<file path="src/shared/mqw_consts.svh">
// Constants of the multi-queue write port: address fields, widths, resets.
// Assumes inclusion by the package and the design file only.
`ifndef MQW_CONSTS_SVH
`define MQW_CONSTS_SVH
`define MQW_ADDR_W 8
`define MQW_DATA_W 18
`define MQW_QUEUE_MSB 4
`define MQW_QUEUE_LSB 0
`define MQW_ID_MSB 7
`define MQW_ID_LSB 5
`define MQW_QUAD_MSB 1
`define MQW_QUAD_LSB 0
`define MQW_QUEUE_RST 5'h00
`define MQW_QUAD_RST 2'h0
`define MQW_QUAD_STEP 2'h1
`endif

</file>
<file path="src/shared/mqw_pkg.sv">
// Types shared by the multi-queue write port and its surroundings.
// Assumes the constants header lies on the include path.
`include "mqw_consts.svh"
package mqw_pkg;
	// Control pins of the write-side controller, sampled each enabled edge.
	typedef struct packed {
		logic [`MQW_ADDR_W-1:0] write_queue_address;
		logic write_address_strobe;
		logic flag_quadrant_strobe;
		logic write_enable_n;
	} mqw_ctrl_t;
	// One accepted write: destination queue and the data word.
	typedef struct packed {
		logic [`MQW_QUEUE_MSB:`MQW_QUEUE_LSB] queue;
		logic [`MQW_DATA_W-1:0] data;
	} mqw_word_t;
	// Selection pipeline stage: queue chosen and whether this device answered.
	typedef struct packed {
		logic valid;
		logic match;
		logic [`MQW_QUEUE_MSB:`MQW_QUEUE_LSB] queue;
	} mqw_pend_t;
endpackage

</file>
<file path="src/rtl/mqw_write_port.sv">
// Write-port queue selection for a 32-queue flow-control memory.
// Assumes synchronous inputs on sys_clk and a memory that drains words
// through a valid/ready pair.
//
// Contract
// A word is written on an edge only while the active-low enable is low.
// Queue selection is taken on an edge whatever the write enable level.
// Selection edge and next edge write old queue; new queue two edges on.
// Flag bus steps when polled, quadrant taken when direct, no enable.
// Address is 8 bits; low five bits pick one of 32 queues.
// High three bits pick a cascaded device; only matching identity acts.
// Address captured as new queue on an edge with the address strobe high.
// Quadrant select uses address bits 1..0; bits 4..2 are ignored.
// Quadrant latched on flag strobe edge; same-edge write uses old queue.
// Quadrant select also needs the high bits to match the identity.
// Controller never raises both strobes at once nor holds address strobe.
// Controller selects no queue before serial programming has finished.
// Controller supplies a continuous free-running write clock.
// After reset no queue is selected and write enables are ignored.
// A foreign selection keeps old selections and blocks writes meanwhile.
`timescale 1ns/1ns
`include "mqw_consts.svh"

module mqw_write_port (
	input wire logic sys_clk,
	input wire logic rst,
	input wire logic clk_en,
	input wire logic [`MQW_ID_MSB-`MQW_ID_LSB:0] device_id,
	input wire logic polled_mode,
	input wire mqw_pkg::mqw_ctrl_t write_ctrl,
	input wire logic [`MQW_DATA_W-1:0] data_in,
	output logic write_space,
	output mqw_pkg::mqw_word_t write_word,
	output logic write_valid,
	input wire logic write_ready,
	output logic [`MQW_QUAD_MSB:`MQW_QUAD_LSB] flag_quadrant,
	output logic queue_selected
);
	import mqw_pkg::*;

	// ************************************************************
	// Address decode
	// ************************************************************

	logic id_match;
	logic [`MQW_QUEUE_MSB:`MQW_QUEUE_LSB] addr_queue;
	logic [`MQW_QUAD_MSB:`MQW_QUAD_LSB] addr_quad;

	// Split the address bus into identity, queue and quadrant fields.
	always_comb begin
		id_match = (write_ctrl.write_queue_address[`MQW_ID_MSB:`MQW_ID_LSB]
			== device_id);
		addr_queue = write_ctrl.write_queue_address[`MQW_QUEUE_MSB:
			`MQW_QUEUE_LSB];
		addr_quad = write_ctrl.write_queue_address[`MQW_QUAD_MSB:
			`MQW_QUAD_LSB];
	end

	// ************************************************************
	// Queue selection pipeline
	// ************************************************************

	mqw_pend_t pend;
	mqw_pend_t next_pend;
	logic [`MQW_QUEUE_MSB:`MQW_QUEUE_LSB] cur_queue;
	logic [`MQW_QUEUE_MSB:`MQW_QUEUE_LSB] next_cur_queue;
	logic sel_valid;
	logic next_sel_valid;
	logic selected;
	logic next_selected;

	// A strobed address waits one edge in pend, then becomes current, so
	// writes on the strobe edge and the next still use the old queue.
	always_comb begin
		next_pend = pend;
		next_pend.valid = 1'b0;
		next_cur_queue = cur_queue;
		next_sel_valid = sel_valid;
		next_selected = selected;
		if (pend.valid) begin
			next_selected = pend.match;
			if (pend.match) begin
				next_cur_queue = pend.queue;
				next_sel_valid = 1'b1;
			end
		end
		if (write_ctrl.write_address_strobe) begin
			next_pend.valid = 1'b1;
			next_pend.match = id_match;
			next_pend.queue = addr_queue;
		end
	end

	// Register the selection state; reset leaves no queue chosen.
	always_ff @(posedge sys_clk) begin
		if (rst) begin
			pend <= '0;
			cur_queue <= `MQW_QUEUE_RST;
			sel_valid <= 1'b0;
			selected <= 1'b0;
			queue_selected <= 1'b0;
		end else if (clk_en) begin
			pend <= next_pend;
			cur_queue <= next_cur_queue;
			sel_valid <= next_sel_valid;
			selected <= next_selected;
			queue_selected <= next_sel_valid & next_selected;
		end
	end

	// ************************************************************
	// Flag quadrant select
	// ************************************************************

	logic [`MQW_QUAD_MSB:`MQW_QUAD_LSB] next_quad;

	// Polled mode steps the quadrant every enabled edge; direct mode takes it from
	// the flag strobe. Neither looks at the write enable.
	always_comb begin
		next_quad = flag_quadrant;
		if (polled_mode) begin
			next_quad = flag_quadrant + `MQW_QUAD_STEP;
		end else if (write_ctrl.flag_quadrant_strobe && id_match) begin
			next_quad = addr_quad;
		end
	end

	// Register the quadrant shown on the almost-full flag bus.
	always_ff @(posedge sys_clk) begin
		if (rst) begin
			flag_quadrant <= `MQW_QUAD_RST;
		end else if (clk_en) begin
			flag_quadrant <= next_quad;
		end
	end

	// ************************************************************
	// Write acceptance
	// ************************************************************

	logic push;
	mqw_word_t in_word;

	// Accept a word only with the enable low, a queue held and room left.
	always_comb begin
		push = !write_ctrl.write_enable_n && sel_valid && selected
			&& write_space;
		in_word.queue = cur_queue;
		in_word.data = data_in;
	end

	// ************************************************************
	// Two-entry buffer
	// ************************************************************

	mqw_word_t skid_word;
	mqw_word_t next_skid_word;
	mqw_word_t next_out_word;
	logic skid_valid;
	logic next_skid_valid;
	logic next_out_valid;
	logic next_space;
	logic out_free;

	// The output stage refills from the skid entry first, then from the
	// input; a stalled output parks the incoming word in the skid entry.
	always_comb begin
		out_free = !write_valid || write_ready;
		next_out_word = write_word;
		next_out_valid = write_valid;
		next_skid_word = skid_word;
		next_skid_valid = skid_valid;
		if (out_free) begin
			if (skid_valid) begin
				next_out_word = skid_word;
				next_out_valid = 1'b1;
				next_skid_valid = push;
				next_skid_word = in_word;
			end else begin
				next_out_word = in_word;
				next_out_valid = push;
			end
		end else if (push) begin
			next_skid_word = in_word;
			next_skid_valid = 1'b1;
		end
		next_space = !next_skid_valid;
	end

	// Register the buffer; space is offered again once the skid drains.
	always_ff @(posedge sys_clk) begin
		if (rst) begin
			write_word <= '0;
			write_valid <= 1'b0;
			skid_word <= '0;
			skid_valid <= 1'b0;
			write_space <= 1'b1;
		end else if (clk_en) begin
			write_word <= next_out_word;
			write_valid <= next_out_valid;
			skid_word <= next_skid_word;
			skid_valid <= next_skid_valid;
			write_space <= next_space;
		end
	end

	// ************************************************************
	// Checks
	// ************************************************************

	// An idle output stays idle unless an enabled write arrives; the skid
	// entry only fills behind a valid output, so this sees every push.
	a_enable_gates_write: assert property (
		@(posedge sys_clk) disable iff (rst)
		(write_ctrl.write_enable_n && !write_valid) |=> !write_valid)
		else $error("write taken with enable high");

	// Strobe is taken even with the write enable high.
	a_select_any_enable: assert property (
		@(posedge sys_clk) disable iff (rst)
		(clk_en && write_ctrl.write_address_strobe
			&& write_ctrl.write_enable_n) |=> pend.valid)
		else $error("selection lost while enable high");

	// Queue stays old on the edge after the strobe.
	a_old_queue_kept: assert property (
		@(posedge sys_clk) disable iff (rst)
		(clk_en && write_ctrl.write_address_strobe && !pend.valid)
			|=> cur_queue == $past(cur_queue))
		else $error("queue changed one edge early");

	// New queue is current two edges after a matching strobe.
	a_new_queue_late: assert property (
		@(posedge sys_clk) disable iff (rst)
		(clk_en && write_ctrl.write_address_strobe && id_match)
			##1 (clk_en && !write_ctrl.write_address_strobe)
			|=> (cur_queue == $past(addr_queue, 2)) && sel_valid
			&& selected)
		else $error("new queue not current after two edges");

	// Other identity deselects the device and keeps its queue; a strobe
	// just before it may still land, so compare with one edge back.
	a_other_id_stops: assert property (
		@(posedge sys_clk) disable iff (rst)
		(clk_en && write_ctrl.write_address_strobe && !id_match)
			##1 (clk_en && !write_ctrl.write_address_strobe)
			|=> !selected && cur_queue == $past(cur_queue)
			&& !push)
		else $error("foreign selection acted on");

	// Without a held selection no word reaches an idle output.
	a_idle_after_reset: assert property (
		@(posedge sys_clk) disable iff (rst)
		(!queue_selected && !write_valid) |=> !write_valid)
		else $error("write taken before a queue was chosen");

	// Direct mode latches quadrant from address bits 1..0.
	a_quad_latch: assert property (
		@(posedge sys_clk) disable iff (rst)
		(clk_en && !polled_mode && write_ctrl.flag_quadrant_strobe
			&& id_match) |=> flag_quadrant == $past(addr_quad))
		else $error("quadrant not latched");

	// Quadrant ignores a strobe for another device.
	a_quad_foreign: assert property (
		@(posedge sys_clk) disable iff (rst)
		(clk_en && !polled_mode && write_ctrl.flag_quadrant_strobe
			&& !id_match) |=> $stable(flag_quadrant))
		else $error("quadrant moved for another device");

	// Polled mode steps the quadrant on every enabled edge.
	a_poll_step: assert property (
		@(posedge sys_clk) disable iff (rst)
		(clk_en && polled_mode) |=> flag_quadrant
			== 2'($past(flag_quadrant) + `MQW_QUAD_STEP))
		else $error("polled quadrant did not step");

	// A stalled output word holds still.
	a_buffer_holds: assert property (
		@(posedge sys_clk) disable iff (rst)
		(write_valid && !write_ready) |=> write_valid
			&& $stable(write_word))
		else $error("stalled word lost");
endmodule

</file>
<file path="config.mk">
export PLATFORM = sky130hd
export DESIGN_NAME = mqw_write_port
export DESIGN_NICKNAME = d
export VERILOG_FILES = /design/src/shared/mqw_pkg.sv /design/src/rtl/mqw_write_port.sv
export VERILOG_INCLUDE_DIRS = /design/src /design/src/shared
export SDC_FILE = /design/constraint.sdc
export NUM_CORES = 1
export LEC_CHECK = 0
export BUFFER_PORTS_ARGS = -buffer_cell sky130_fd_sc_hd__buf_2
export CAP_MARGIN = 20
export CORE_ASPECT_RATIO = 0.8
export CORE_MARGIN = 3
export CORE_UTILIZATION = 45
export CTS_BUF_LIST = sky130_fd_sc_hd__clkbuf_16
export DETAILED_ROUTE_END_ITERATION = 10
export PLACE_DENSITY = 0.68
export SETUP_SLACK_MARGIN = 0.1
export SKIP_CTS_REPAIR_TIMING = 1
export SYNTH_ARGS = -nofsm -noshare
export SYNTH_HDL_FRONTEND = slang
export SYNTH_SLANG_ARGS = --single-unit
</file>
<file path="constraint.sdc">
create_clock -name sys_clk -period 2 [get_ports sys_clk]
set_clock_uncertainty 0.05 [all_clocks]
set_input_delay 0.4 -clock sys_clk [delete_from_list [all_inputs] [get_ports sys_clk]]
set_output_delay 0.4 -clock sys_clk [all_outputs]
set_load 0.02 [all_outputs]
</file>
==> impl_metrics.json <==
{
  "cts_tree": "yes",
  "clockRootBuffer": "clkbuf_16",
  "worst_hold_path_type": "input port to flip-flop",
  "wl_mm": 6.05,
  "timing_hold_violations_final": 0,
  "cts-htree-levels": 3,
  "worstMarginPinSlew_ns": 0.410,
  "syn_to_final_growth_pct": 22.5,
  "slowest_stage": "mux2_2",
  "drive_gt1_share_pct": 24.1,
  "gp_congestion": 0.727,
  "synth_cells": 310,
  "power.total_w": 0.00312,
  "cts_num_sinks": 66,
  "antenna_left": 0,
  "rsz0062_at_grt": "no",
  "grt_max_degree": 47,
  "coreArea_um2": 6040,
  "cp_cell_sequence": "nor2b_4, mux2_2, buf_12, a41o_1",
  "overflow": 0,
  "outcome": "completed",
  "cp.arrival_ns": 1.71,
  "maxSlewHeadroom_pct": 72.6,
  "clk_pin_slew_ns": 0.05,
  "mostFrequentLayoutCells": "66 x dfxtp_1, 64 x buf_2, 39 x nand2_1",
  "yosysUniqueCellTypes": 29,
  "grt_pass1_wl_mm": 10.5,
  "end_kind": "flip-flop",
  "ys_warn_count": 0,
  "place_ws_ns": 0.302,
  "via_count": 2421,
  "fin_area_um2": 3500,
  "clock_latency_ns": 0.32,
  "place_area_um2": 3220,
  "drtIter0Drc": 106,
  "ir_drop_mv": 0.479,
  "drc": 0,
  "grt_antenna_before_repair": 0,
  "synthTopCellsByArea": "dfxtp_1 46%, mux2i_1 9.8%, a41o_1 8.1%, a211oi_1 7.1%, a21oi_1 6.3%",
  "critPathLaunchType": "flip-flop",
  "power_leakage_nw": 1.62,
  "cts.path.max_buffers": 2,
  "drv_slew": 0,
  "n_antenna_cell": 0,
  "die_y_um": 77.2,
  "fin_crit_ns": 1.56,
  "portBuffers": 64,
  "avgSynthCellArea_um2": 9.21,
  "vias_per_cell": 5.38,
  "wl_per_cell_um": 13.4,
  "synth_top_cell_by_area": "dfxtp_1",
  "syn-cell-area_um2": 2850,
  "crit_fanout": 46,
  "hpwlAfterDp_mm": 4.05,
  "netlist.area_leader.share_pct": 46.3,
  "dieArea_um2": 7340,
  "crit_path_max_incr_delay_ns": 0.38,
  "drv_cap": 0,
  "grt_use_total_pct": 18.0,
  "worst_hold_slack_ns": 0.286,
  "cp_top_family": "multiplexers",
  "final-setup-viol-count": 0,
  "worstPathBufferInverterCount": 1,
  "fmax_mhz": 643,
  "die_x_um": 95.0,
  "cts_buffers": 9,
  "rows": 25,
  "pin_count": 65,
  "ys_ff_latch": 66,
  "fin_nets": 402,
  "cp.required_ns": 2.16,
  "power_density_nw_per_um2": 892,
  "worst-setup-path-type": "flip-flop to flip-flop",
  "synthesis.nets": 347,
  "fin_tns_setup_ns": 0,
  "grt_pass1_vias": 2290,
  "finalWorstSetupSlack_ns": 0.445,
  "drtPass1Iterations": 4,
  "final_common_cell": "dfxtp_1",
  "fin_crit_sh_pct": 77.8,
  "start_util_pct": 47.3,
  "seq_area_frac_synth_pct": 46.3
}
## logic make-up after synthesis
| group | synth area share, % |
|---|---|
| adders and majority gates | 0.351 |
| xor gates and xnor gates | 1.23 |
| buffers and inverters | 6.31 |
| muxes | 10.2 |
| DFF | 46.3 |
| AOI/OAI and AO/OA | 23.7 |
| and+or+nand+nor | 11.9 |
## layout make-up
class | count | area (um^2)
clock inverter | 6 | 51.3
timing repair buffer | 73 | 425
clock buffer | 9 | 225
fill | 543 | 2540
sequential | 66 | 1320
inverter | 4 | 15.0
tap | 81 | 101
multi-input combinational | 211 | 1360
## metal layers
| metal | part of all wire [%] | routed length (um) | up-vias | GRT usage, % |
|---|---|---|---|---|
| met5 | 0 | 0 | - | 0 |
| met4 | 1.8 | 110 | 0 | 6.63 |
| met3 | 4.6 | 278 | 10 | 5.78 |
| met2 | 45 | 2750 | 45 | 28.6 |
| met1 | 48 | 2910 | 1116 | 22.7 |
| li1 | - | - | 1250 | - |
## worst register-to-register path, stage by stage (launching register included)
cell and delay (ns):
dfxtp_1 0.34, nor2b_4 0.22, mux2_2 0.38, buf_12 0.18, a41o_1 0.28
## synth_stat cells (all sizes together)
master,number
maj3,1
o211ai,1
inv,4
a21o,1
clkbuf,14
mux2i,28
a221o,1
mux2,1
dfxtp,66
nand4,1
nand3,7
a211oi,27
nand2,39
and4b,1
a2111oi,1
a41o,23
nand4b,1
buf,15
a21oi,36
nor2b,1
xor2,1
o21ai,6
xnor2,3
nor2,31
## power breakdown
| part | internal [W] | leakage (nW) | switching, W |
|---|---|---|---|
| Combinational | 0.000107 | 0.933 | 0.000177 |
| Clock | 0.000938 | 0.145 | 0.000514 |
| Sequential | 0.00136 | 0.539 | 0.0000238 |
## metrics by stage
stage	std cells	util, %
2_1_floorplan	310	-
3_3_place_gp	435	53.3
3_5_place_dp	435	53.3
4_1_cts	450	57.9
5_1_grt	450	57.9
6_report	450	57.9
## registers in the layout, summed over array words and instances (netlist names), 2 cells and up
name	flops
flag_quadrant	2
skid_word	23
pend	7
write_word	23
cur_queue	5
## final timing paths
| check | from | slack (ns) | end | depth (start not counted) |
|---|---|---|---|---|
| worst max-delay path | write_valid | 0.44 | skid_word[12] | 4 |
| worst min-delay path | data_in[4] | 0.29 | skid_word[4] | 2 |
| worst max register to register | write_valid | 0.44 | skid_word[12] | 4 |
| worst min register to register | pend[1] | 0.40 | pend[1] | 2 |
No activity file was read; power rests on OpenSTA's default activity.
